File: config.mk
export PLATFORM = sky130hd
export DESIGN_NAME = pioc_line_ctrl
export DESIGN_NICKNAME = d
export VERILOG_FILES = /design/src/verilog/pioc_pkg.sv /design/src/verilog/pioc_line_ctrl.sv
export SDC_FILE = /design/constraint.sdc
export NUM_CORES = 1
export LEC_CHECK = 0
export BUFFER_PORTS_ARGS = -buffer_cell sky130_fd_sc_hd__buf_2
export CORE_ASPECT_RATIO = 1.25
export CORE_MARGIN = 2
export CORE_UTILIZATION = 25
export DETAILED_ROUTE_END_ITERATION = 7
export GPL_TIMING_DRIVEN = 1
export PLACE_DENSITY = 0.45
export SKIP_LAST_GASP = 1
export SLEW_MARGIN = 25
export SYNTH_ARGS = -nofsm -noshare
export SYNTH_HDL_FRONTEND = slang
export SYNTH_SLANG_ARGS = --single-unit
File: constraint.sdc
create_clock -name pclk -period 4.5 [get_ports pclk]
set_clock_uncertainty 0.2 [all_clocks]
set_input_delay 0.9 -clock pclk [delete_from_list [all_inputs] [get_ports pclk]]
set_output_delay 0.9 -clock pclk [all_outputs]
set_load 0.02 [all_outputs]
File: src/verilog/pioc_pkg.sv
// constants for the parallel port line control block
// Functional notes
// owner enable write 1 gives port the pin
// owner disable write 1 gives peripheral the pin
// owner status reads 1 where port owns
// driver enable write 1 turns driver on
// driver disable write 1 turns driver off
// driver status reads 1 where driver on
// filter enable write 1 turns filter on
// filter disable write 1 turns filter off
// filter status reads 1 where filter on
// level set write 1 sets output level
// level clear write 1 clears output level
// level status reads scheduled output level
// all registers 32 bits, bit n line n
// level status writable only where direct-write on
// unimplemented line bits ignore writes, read zero
// unmultiplexed lines always port owned
// pin driven when port owns and driver on
package pioc_pkg;
    localparam int          PIOC_DW              = 32;
    localparam logic [7:0]  PIOC_OWNER_EN_OFF    = 8'h00;
    localparam logic [7:0]  PIOC_OWNER_DIS_OFF   = 8'h04;
    localparam logic [7:0]  PIOC_OWNER_STAT_OFF  = 8'h08;
    localparam logic [7:0]  PIOC_DRV_EN_OFF      = 8'h10;
    localparam logic [7:0]  PIOC_DRV_DIS_OFF     = 8'h14;
    localparam logic [7:0]  PIOC_DRV_STAT_OFF    = 8'h18;
    localparam logic [7:0]  PIOC_FLT_EN_OFF      = 8'h20;
    localparam logic [7:0]  PIOC_FLT_DIS_OFF     = 8'h24;
    localparam logic [7:0]  PIOC_FLT_STAT_OFF    = 8'h28;
    localparam logic [7:0]  PIOC_LVL_SET_OFF     = 8'h30;
    localparam logic [7:0]  PIOC_LVL_CLR_OFF     = 8'h34;
    localparam logic [7:0]  PIOC_LVL_STAT_OFF    = 8'h38;
    localparam logic [7:0]  PIOC_DW_EN_OFF       = 8'ha0;
    localparam logic [7:0]  PIOC_DW_DIS_OFF      = 8'ha4;
    localparam logic [7:0]  PIOC_DW_STAT_OFF     = 8'ha8;
    localparam logic [31:0] PIOC_OWNER_RST       = 32'hffff_ffff;
    localparam logic [31:0] PIOC_DRV_RST         = 32'h0000_0000;
    localparam logic [31:0] PIOC_FLT_RST         = 32'h0000_0000;
    localparam logic [31:0] PIOC_LVL_RST         = 32'h0000_0000;
    localparam logic [31:0] PIOC_DW_RST          = 32'h0000_0000;
endpackage

File: src/verilog/pioc_line_ctrl.sv
// apb slave holding per-line ownership, driver, filter and level state
`timescale 1ns/1ns
`default_nettype none
module pioc_line_ctrl #(
    parameter logic [31:0] LINES_IMPL = 32'hffff_ffff,
    parameter logic [31:0] LINES_MUX  = 32'hffff_ffff
) (
    input  wire logic        pclk,
    input  wire logic        presetn,
    input  wire logic        psel,
    input  wire logic        penable,
    input  wire logic        pwrite,
    input  wire logic [31:0] paddr,
    input  wire logic [31:0] pwdata,
    output logic      [31:0] prdata,
    output logic             pready,
    output logic             pslverr,
    output logic      [31:0] pin_out,
    output logic      [31:0] pin_oe,
    output logic      [31:0] periph_owned,
    output logic      [31:0] filter_on
);
    logic [31:0] owner_reg;
    logic [31:0] owner_next;
    logic [31:0] drv_reg;
    logic [31:0] drv_next;
    logic [31:0] flt_reg;
    logic [31:0] flt_next;
    logic [31:0] lvl_reg;
    logic [31:0] lvl_next;
    logic [31:0] dwr_reg;
    logic [31:0] dwr_next;
    logic [31:0] prdata_reg;
    logic [31:0] rd_mux;
    logic [31:0] wd;
    logic [7:0]  off;
    logic        wr;
    logic        rd;
    logic        hit;

    assign off = paddr[7:0];
    assign wr  = psel & penable & pwrite;
    assign rd  = psel & ~penable & ~pwrite;
    // unimplemented lines masked so they never change
    assign wd  = pwdata & LINES_IMPL;

    assign hit = (paddr[31:8] == 24'h00_0000) &&
                 (off == pioc_pkg::PIOC_OWNER_EN_OFF ||
                  off == pioc_pkg::PIOC_OWNER_DIS_OFF ||
                  off == pioc_pkg::PIOC_OWNER_STAT_OFF ||
                  off == pioc_pkg::PIOC_DRV_EN_OFF ||
                  off == pioc_pkg::PIOC_DRV_DIS_OFF ||
                  off == pioc_pkg::PIOC_DRV_STAT_OFF ||
                  off == pioc_pkg::PIOC_FLT_EN_OFF ||
                  off == pioc_pkg::PIOC_FLT_DIS_OFF ||
                  off == pioc_pkg::PIOC_FLT_STAT_OFF ||
                  off == pioc_pkg::PIOC_LVL_SET_OFF ||
                  off == pioc_pkg::PIOC_LVL_CLR_OFF ||
                  off == pioc_pkg::PIOC_LVL_STAT_OFF ||
                  off == pioc_pkg::PIOC_DW_EN_OFF ||
                  off == pioc_pkg::PIOC_DW_DIS_OFF ||
                  off == pioc_pkg::PIOC_DW_STAT_OFF);

    // set/clear pairs: ones act, zeros leave the bit alone
    // unmultiplexed lines forced to port ownership
    assign owner_next = ~LINES_MUX | (!wr ? owner_reg :
        off == pioc_pkg::PIOC_OWNER_EN_OFF ? (owner_reg | wd) :
        off == pioc_pkg::PIOC_OWNER_DIS_OFF ? (owner_reg & ~wd) :
        owner_reg);
    assign drv_next = !wr ? drv_reg :
        off == pioc_pkg::PIOC_DRV_EN_OFF ? (drv_reg | wd) :
        off == pioc_pkg::PIOC_DRV_DIS_OFF ? (drv_reg & ~wd) :
        drv_reg;
    assign flt_next = !wr ? flt_reg :
        off == pioc_pkg::PIOC_FLT_EN_OFF ? (flt_reg | wd) :
        off == pioc_pkg::PIOC_FLT_DIS_OFF ? (flt_reg & ~wd) :
        flt_reg;
    assign dwr_next = !wr ? dwr_reg :
        off == pioc_pkg::PIOC_DW_EN_OFF ? (dwr_reg | wd) :
        off == pioc_pkg::PIOC_DW_DIS_OFF ? (dwr_reg & ~wd) :
        dwr_reg;
    assign lvl_next = !wr ? lvl_reg :
        off == pioc_pkg::PIOC_LVL_SET_OFF ? (lvl_reg | wd) :
        off == pioc_pkg::PIOC_LVL_CLR_OFF ? (lvl_reg & ~wd) :
        off == pioc_pkg::PIOC_LVL_STAT_OFF ?
            ((lvl_reg & ~dwr_reg) | (wd & dwr_reg)) :
        lvl_reg;

    assign rd_mux = LINES_IMPL & (
        off == pioc_pkg::PIOC_OWNER_STAT_OFF ? owner_reg :
        off == pioc_pkg::PIOC_DRV_STAT_OFF ? drv_reg :
        off == pioc_pkg::PIOC_FLT_STAT_OFF ? flt_reg :
        off == pioc_pkg::PIOC_LVL_STAT_OFF ? lvl_reg :
        off == pioc_pkg::PIOC_DW_STAT_OFF ? dwr_reg :
        32'h0000_0000);

    always_ff @(posedge pclk or negedge presetn) begin
        if (!presetn) begin
            owner_reg  <= pioc_pkg::PIOC_OWNER_RST;
            drv_reg    <= pioc_pkg::PIOC_DRV_RST;
            flt_reg    <= pioc_pkg::PIOC_FLT_RST;
            lvl_reg    <= pioc_pkg::PIOC_LVL_RST;
            dwr_reg    <= pioc_pkg::PIOC_DW_RST;
            prdata_reg <= 32'h0000_0000;
        end else begin
            owner_reg <= owner_next;
            drv_reg   <= drv_next;
            flt_reg   <= flt_next;
            lvl_reg   <= lvl_next;
            dwr_reg   <= dwr_next;
            // read data captured in setup so it comes from a flop
            if (rd) begin
                prdata_reg <= hit ? rd_mux : 32'h0000_0000;
            end
        end
    end

    assign prdata       = prdata_reg;
    assign pready       = 1'b1;
    assign pslverr      = psel & penable & ~hit;
    // pad driver only while port owns the line
    assign pin_oe       = owner_reg & drv_reg & LINES_IMPL;
    assign pin_out      = lvl_reg & pin_oe;
    assign periph_owned = ~owner_reg & LINES_IMPL;
    assign filter_on    = flt_reg & LINES_IMPL;

    // per-line view of the pad driver, two checkers per line
    for (genvar g = 0; g < 32; g++) begin : g_line

    end
endmodule
`default_nettype wire

# Yosys cells after proc, flatten, opt, wreduce, memory -nomap -nowiden
# Index checks and enable logic that the tools add are counted.
op_classes:
  eq_ne: 14
  n_mux: 17
  n_reduce_logical: 27
  n_bitwise: 26
ops:
  columns: ["operator", "count"]
  rows:
  - ["$mux W32", 17]
  - ["$and A32 B32 Y32", 9]
  - ["$or A32 B32 Y32", 6]
  - ["$not A32 Y32", 3]
  - ["$eq A8 B6 Y1 const B", 6]
  - ["$eq A8 B5 Y1 const B", 3]
  - ["$eq A8 B8 Y1 const B", 3]
  - ["$logic_not A24 Y1", 1]
  - ["$logic_or A1 B1 Y1", 14]
  - ["$reduce_and A2 Y1", 5]
  - ["$eq A8 B3 Y1 const B", 1]
  - ["$eq A8 B4 Y1 const B", 1]
  - ["$logic_not A8 Y1", 1]
  - ["$reduce_bool A2 Y1", 4]
  - ["$and A1 B1 Y1", 5]
  - ["$not A1 Y1", 3]
  - ["$reduce_bool A3 Y1", 1]
  - ["$logic_and A1 B1 Y1", 1]
word_totals:
  ff_bits: 192
  in_bits: 69

# Depth between registers and ports, before layout
# Gate-level depths: netlist of run 1.
logic_depth:
  ltp_word: 18
  ltp_mapped: 8
  mapped_depth_nobuf: 4

# Worst setup path after synthesis of run 1
# No wires, ideal clock.
synth_timing:
  path_type: "input to output"
  start: "input port paddr[4]"
  end: "output port pslverr"
  path_slack_ps: 1469
  arrival_time_ps: 1931
  cell_stages: 3
  cell_sequence: "nand2b_1 > a2111o_1 > o41a_1"
synth_between:
  elab_chain_len: 18
synth_lines:
  columns: ["element", "line_no", "rtl"]
  rows:
  - ["start: declaration", "pioc_line_ctrl.sv:13", "input wire logic [31:0] paddr,"]
  - ["$eq A8 B3 Y1 or $logic_not A8 Y1 (tied branches)", "pioc_line_ctrl.sv:49, pioc_line_ctrl.sv:48", null]
  - ["$logic_or A1 B1 Y1", "pioc_line_ctrl.sv:48", "(off == pioc_pkg::PIOC_OWNER_EN_OFF ||"]
  - ["$logic_or A1 B1 Y1", "pioc_line_ctrl.sv:49", "off == pioc_pkg::PIOC_OWNER_DIS_OFF ||"]
  - ["$logic_or A1 B1 Y1", "pioc_line_ctrl.sv:50", "off == pioc_pkg::PIOC_OWNER_STAT_OFF ||"]
  - ["$logic_or A1 B1 Y1", "pioc_line_ctrl.sv:51", "off == pioc_pkg::PIOC_DRV_EN_OFF ||"]
  - ["$logic_or A1 B1 Y1", "pioc_line_ctrl.sv:52", "off == pioc_pkg::PIOC_DRV_DIS_OFF ||"]
  - ["$logic_or A1 B1 Y1", "pioc_line_ctrl.sv:53", "off == pioc_pkg::PIOC_DRV_STAT_OFF ||"]
  - ["$logic_or A1 B1 Y1", "pioc_line_ctrl.sv:54", "off == pioc_pkg::PIOC_FLT_EN_OFF ||"]
  - ["[2 not listed]", null, null]
  - ["$logic_or A1 B1 Y1", "pioc_line_ctrl.sv:57", "off == pioc_pkg::PIOC_LVL_SET_OFF ||"]
  - ["$logic_or A1 B1 Y1", "pioc_line_ctrl.sv:58", "off == pioc_pkg::PIOC_LVL_CLR_OFF ||"]
  - ["$logic_or A1 B1 Y1", "pioc_line_ctrl.sv:59", "off == pioc_pkg::PIOC_LVL_STAT_OFF ||"]
  - ["$logic_or A1 B1 Y1", "pioc_line_ctrl.sv:60", "off == pioc_pkg::PIOC_DW_EN_OFF ||"]
  - ["$logic_or A1 B1 Y1 *", "pioc_line_ctrl.sv:61", "off == pioc_pkg::PIOC_DW_DIS_OFF ||"]
  - ["$logic_and A1 B1 Y1 *", "pioc_line_ctrl.sv:47", "assign hit = (paddr[31:8] == 24'h00_0000) &&"]
  - ["$not A1 Y1 *", "pioc_line_ctrl.sv:120", "assign pslverr = psel & penable & ~hit;"]
  - ["$and A1 B1 Y1 *", "pioc_line_ctrl.sv:120", null]
  - ["end: declaration", "pioc_line_ctrl.sv:17", "output logic pslverr,"]
# Mark *: on every way between the ends. The rest lies on a longest branch, timed or not.

# Worst setup path in the final report of run 1
layout_timing:
  start: "input port paddr[7]"
  end: "output port pslverr"
# Same word-level chain as after synthesis.

==> metrics.csv, run 1 <==
metric;value;unit
EDFF count, synth;0;
Final Max Slew Viols;0;
min-delay worst type;input port to async pin;
total track usage;16.38;%
hold_buf cts;0;
critical path cell sequence;buf_2 -> a2111o_1 -> o41a_1 -> buf_2;
Die W;188.4;um
cell count after synthesis;1208;
startpoint class of the critical path;input port;
Slew @ Worst Pin;0.9599;ns
via count;9289;
Core Box Area;0.04204;mm2
Critical Path RT;3.40;ns
library cells used by synthesis;39;
CTS resizes;0;
crit-path most repeated cell;buf_2;
max incr delay on CP;0.47;ns
DR DRC count;0;
ys async rst share;100.0;%
Worst Setup End Kind;output pin;
clk buf depth;2;
via/cell ratio;4.734;
Port Buffer Count;229;
relative slew slack;36.01;%
average size of a mapped cell;8.797;um2
switch share;26.10;%
Max Fclk;0.2994;GHz
Final ANT Viol Nets;0;
synthesis-to-finish area growth;22.54;%
Die Area;0.04418;mm2
post-CTS setup buffer count;0;
syn nets;1277;
PnR Total Power;3.906;mW
CTS tree;done;
Rows;84;
Reg clk slew, reported paths;0.07;ns
Worst Hold Slack;0.2752;ns
DR iter-0 viols;580;
outcome;complete, no violations;
Die Span Y;234.5;um
Reg power frac;45.9;%
Root Buffer;clkbuf_16;
Comb power frac;10.0;%
final WL;35860;um
WL/cell;18.28;um
Cell Int Power;2.887;mW
PD cells;300.0;mW/mm2
H-tree Lvls;4;
Period minus WS final;3.340;ns
Max VDD drop;261.1;uV
Num CTS Buffers;17;
Psw;1.020;mW
critical path class;input port to output pin;
Max Cap Viol;0;
gr ovfl total;0;
vias in the first global route;9226;
Seq cells post-synth;192;
CP max FO;31;
crit path max-delay cell type;a2111o_1;
clk sinks;192;
largest net degree at the start of global routing;79;
Cell Area, Synth;0.01063;mm2
Setup TNS Final;0;ns
initial core utilization;25.28;%
initial antenna violation count;0;
post-DP HPWL;23480;um
register area share after synthesis;45.59;%
Tcrit/Tclk final;74.23;%
Clk pwr share;44.1;%
Ys Warns;0;
RSZ-0062 raised after global routing;false;
Lkg Pwr;6.939;nW
Clock Latency Late Sink;0.46;ns
Final Hold Fails;0;
layout cells sized above 1;25.30;%
final setup fails;0;
Pre-Repair DR Iteration Count;5;
first-pass GRT wire length;55270;um
gp weighted congestion;0.7151;
Arr. time, crit path;2.24;ns
Final nets;1460;
Ports;231;
ANT cells;0;
ys flop type;dfrtp_1;
==> through the flow <==
| stage | instance area [um2] | instances | utilization [%] | setup WS [ns] |
|---|---|---|---|---|
| floorplan | 10630 | 1208 | - | 1.469 |
| global placement | 12370 | 1931 | 29.43 | 0.9282 |
| detailed placement | 12370 | 1931 | 29.43 | 0.8442 |
| CTS | 13020 | 1962 | 30.97 | 1.139 |
| global route | 13020 | 1962 | 30.97 | 1.097 |
| finish | 13020 | 1962 | 30.97 | 1.160 |
==> worst paths after layout <==
kind	startpoint	end	slack, ns	depth (start not counted)
worst min-delay path	presetn	async pin	0.28	1
min in group pclk	prdata[6]	prdata[6]	0.29	2
worst max-delay path	paddr[7]	pslverr	1.16	4
worst max register to register	flip-flop	prdata[14]	3.08	4
worst min register to register	prdata[6]	prdata[6]	0.29	2
max in group asynchronous	presetn	async pin	2.86	2
==> cells in the final DEF, fill, tap and decap left out, types with 2 or more instances in the layout <==
master,count
buf_2,226
nand2_1,171
dfrtp_1,160
inv_1,128
nor2_1,128
mux2i_1,109
a21oi_1,85
o21ai_0,62
a31oi_1,52
nand2b_1,33
o21bai_1,32
a31o_1,32
and3_1,32
dfstp_2,32
o41ai_2,29
buf_4,23
clkbuf_16,17
nor4_1,5
bufinv_16,5
nor4_4,4
nand3b_1,2
or4_2,2
nor3_1,2
o41ai_1,2
or3_2,2
clkinv_4,2
clkbuf_8,2
inv_6,2
clkinvlp_4,2
==> synth_stat cells, types with 29 or more instances <==
cell	instances	area, um2
mux2i_1	109	1091
a21oi_1	85	425.4
inv_1	128	480.5
o21bai_1	32	240.2
dfstp_2	32	840.8
nand2b_1	33	206.5
o21ai_0	62	310.3
dfrtp_1	160	4004
a31oi_1	52	325.3
nor2_1	128	480.5
and3_1	32	200.2
o41ai_2	29	471.7
clkbuf_1	78	292.8
a31o_1	32	280.3
nand2_1	172	645.6
==> power groups by stage <==
| stage | logic (mW) | registers (mW) | clock network (mW) |
|---|---|---|---|
| final | 0.390 | 1.79 | 1.72 |
| after global routing | 0.434 | 1.80 | 1.84 |
| after CTS | 0.400 | 1.79 | 1.77 |
| after detailed placement | 0.399 | 1.82 | 0 |
| after global placement | 0.395 | 1.82 | 0 |
| after floorplan | 0.206 | 1.82 | 0 |
==> cell families after synthesis <==
| family | Yosys count | synth area share [%] |
|---|---|---|
| muxes | 109 | 10.27 |
| AOI/OAI and AO/OA | 299 | 19.90 |
| buffers and inverters | 215 | 7.877 |
| DFF | 192 | 45.59 |
| and+or+nand+nor | 392 | 16.33 |
| other | 1 | 0.03529 |
==> per-layer routing <==
layer	part of all wire (%)	track usage, %	up-vias
met3	3.5	2.818	28
li1	-	-	4452
met1	45	21.04	4564
met5	0	0	-
met2	50	28.29	245
met4	1.5	4.810	0
==> critical path: cells and delay by family <==
family	cells	cell delay, ns
AO/OA/AOI/OAI	2	0.89
buffers and inverters	2	0.45
==> cell type report <==
class / instances / area, um2
Fill cell: 4523 / 29020
Tap cell: 559 / 699.4
Sequential cell: 192 / 4845
Clock buffer: 19 / 442.9
Timing Repair Buffer: 251 / 1338
Inverter: 128 / 480.5
Clock inverter: 12 / 205.2
Multi-Input combinational cell: 801 / 5011
No activity file was read; power rests on OpenSTA's default activity.
==> inputs of run 2 (changes only) <==
Clock period 4.5 ns to 3.22 ns, I/O delays scaled along.
==> metrics.csv, run 2 (same netlist as run 1, synthesis figures left out) <==
metric;value;unit;change
multi-input logic area;0.005011;mm2;unchanged
critical path class;input port to output pin;;
Core Box Area;0.04204;mm2;unchanged
Clock Latency Late Sink;0.46;ns;about the same
Worst Setup End Kind;output pin;;
via count;9271;;-0.19%
DR DRC count;0;;unchanged
Final Max Slew Viols;0;;unchanged
crit path max-delay cell type;a2111o_1;;
Num CTS Buffers;17;;unchanged
Worst Path Buf+Inv;2;;unchanged
Die Span Y;234.5;um;unchanged
Critical Path RT;2.38;ns;-1.02 ns
gp weighted congestion;0.7334;;+2.6%
CP max FO;7;;-77%
number of fill cells in the layout;4534;;+0.24%
synthesis-to-finish area growth;23.58;%;
clk buf depth;2;;unchanged
Reg area;0.004845;mm2;unchanged
Ports;231;;unchanged
Final nets;1471;;+0.75%
relative slew slack;37.10;%;+1.1 points
PD cells;414.4;mW/mm2;+38%
max incr delay on CP;0.46;ns;about the same
fin worst setup slack;0.4117;ns;-0.7478 ns
CP top delay family;compound AO/OA/AOI/OAI gates;;
CTS tree;done;;
Tcrit/Tclk final;87.21;%;
startpoint class of the critical path;input port;;
final setup fails;0;;unchanged
Die Area;0.04418;mm2;unchanged
initial antenna violation count;0;;unchanged
WL/cell;18.21;um;-0.35%
worst slack, placed;0.1318;ns;-0.7124 ns
R2R Setup Slk;1.82;ns;-1.26 ns
Die W;188.4;um;unchanged
via/cell ratio;4.697;;-0.80%
Reg clk slew, reported paths;0.07;ns;about the same
critical path cell sequence;buf_2 -> nand2b_1 -> a2111o_1 -> o41a_1 -> buf_2;;
RSZ-0062 raised after global routing;false;;
Port Buffer Count;229;;unchanged
most frequent cells in the layout;buf_2 (226), nand2_1 (171), dfrtp_1 (160);;
Arr. time, crit path;1.96;ns;-0.28 ns
post-CTS setup buffer count;0;;unchanged
final WL;35950;um;+0.26%
post-DP HPWL;23950;um;+2.0%
min-delay worst type;input port to flip-flop;;
Root Buffer;clkbuf_16;;
ANT cells;0;;unchanged
Slew @ Worst Pin;0.9435;ns;-0.01647 ns
outcome;complete, no violations;;
gr ovfl total;0;;unchanged
Rows;84;;unchanged
Max VDD drop;393.2;uV;+51%
clk sinks;192;;unchanged
Pre-Repair DR Iteration Count;4;;-1
layout cells sized above 1;25.87;%;+0.56 points
Period minus WS final;2.808;ns;
initial core utilization;25.28;%;unchanged
Max Cap Viol;0;;unchanged
Setup TNS Final;0;ns;unchanged
vias in the first global route;9505;;+3.0%
first-pass GRT wire length;55790;um;+0.95%
crit-path most repeated cell;buf_2;;
largest net degree at the start of global routing;82;;+3.8%
Lkg Pwr;7.000;nW;+0.88%
Final Hold Fails;0;;unchanged
DR iter-0 viols;557;;-4.0%
Final ANT Viol Nets;0;;unchanged
total track usage;16.47;%;+0.084 points
Max Fclk;0.3561;GHz;
H-tree Lvls;4;;unchanged
commonest non-fill, non-tap cell in the layout;buf_2;;
==> run 2: layout make-up <==
| class | count | area share [%] |
|---|---|---|
| Clock buffer | 20 | 3.478 |
| Clock inverter | 12 | 1.372 |
| Inverter | 128 | 3.659 |
| Multi-Input combinational cell | 801 | 38.16 |
| Sequential cell | 192 | 36.89 |
| Tap cell | 559 | 5.326 |
| Timing Repair Buffer | 262 | 11.12 |
==> run 2: per-layer routing <==
metal / vias to the layer above / wire [um] / track usage [%] / part of all wire (%)
li1: 4461 / - / - / -
met1: 4566 / 16360 / 21.12 / 46
met4: 0 / 390 / 4.053 / 1.1
met2: 220 / 17850 / 28.91 / 50
met5: - / 0 / 0 / 0
met3: 24 / 1346 / 2.743 / 3.7
==> run 2: through the flow <==
step           std cells  total power, mW  hold WS (ns)  cell area, um2  utilization (%)
2_1_floorplan       1208            2.829        0.1484           10630                -
3_3_place_gp        1941            3.110        0.2637           12490            29.70
3_5_place_dp        1941            3.116        0.2662           12490            29.70
4_1_cts             1974            5.541        0.2177           13130            31.24
5_1_grt             1974            5.667        0.2534           13130            31.24
6_report            1974            5.442        0.2569           13130            31.24
==> run 2: final timing paths <==
check | startpoint | to | cells after the start
worst max-delay path | paddr[5] | pslverr | 5
worst min-delay path | pwdata[8] | flip-flop | 2
max in group asynchronous | presetn | async pin | 4
worst max register to register | flip-flop | prdata[2] | 4
worst min register to register | prdata[27] | prdata[27] | 2
min in group asynchronous | presetn | async pin | 2
==> run 2: report_power, final <==
part           switching (mW)  internal (mW)  leakage, nW
Sequential             0.0431           2.46         2.18
Combinational           0.379          0.179         4.51
Clock                    1.03           1.35        0.307
Total                    1.45           3.99         7.00
==> run 2: repair_timing <==
| item | 4_1_cts | 5_1_grt |
|---|---|---|
| gates resized for setup | 0 | 0 |
| endpoints found under the setup margin | 0 | 0 |
| hold buffers | 1 | 0 |
| endpoints found under the hold margin | 42 | 0 |
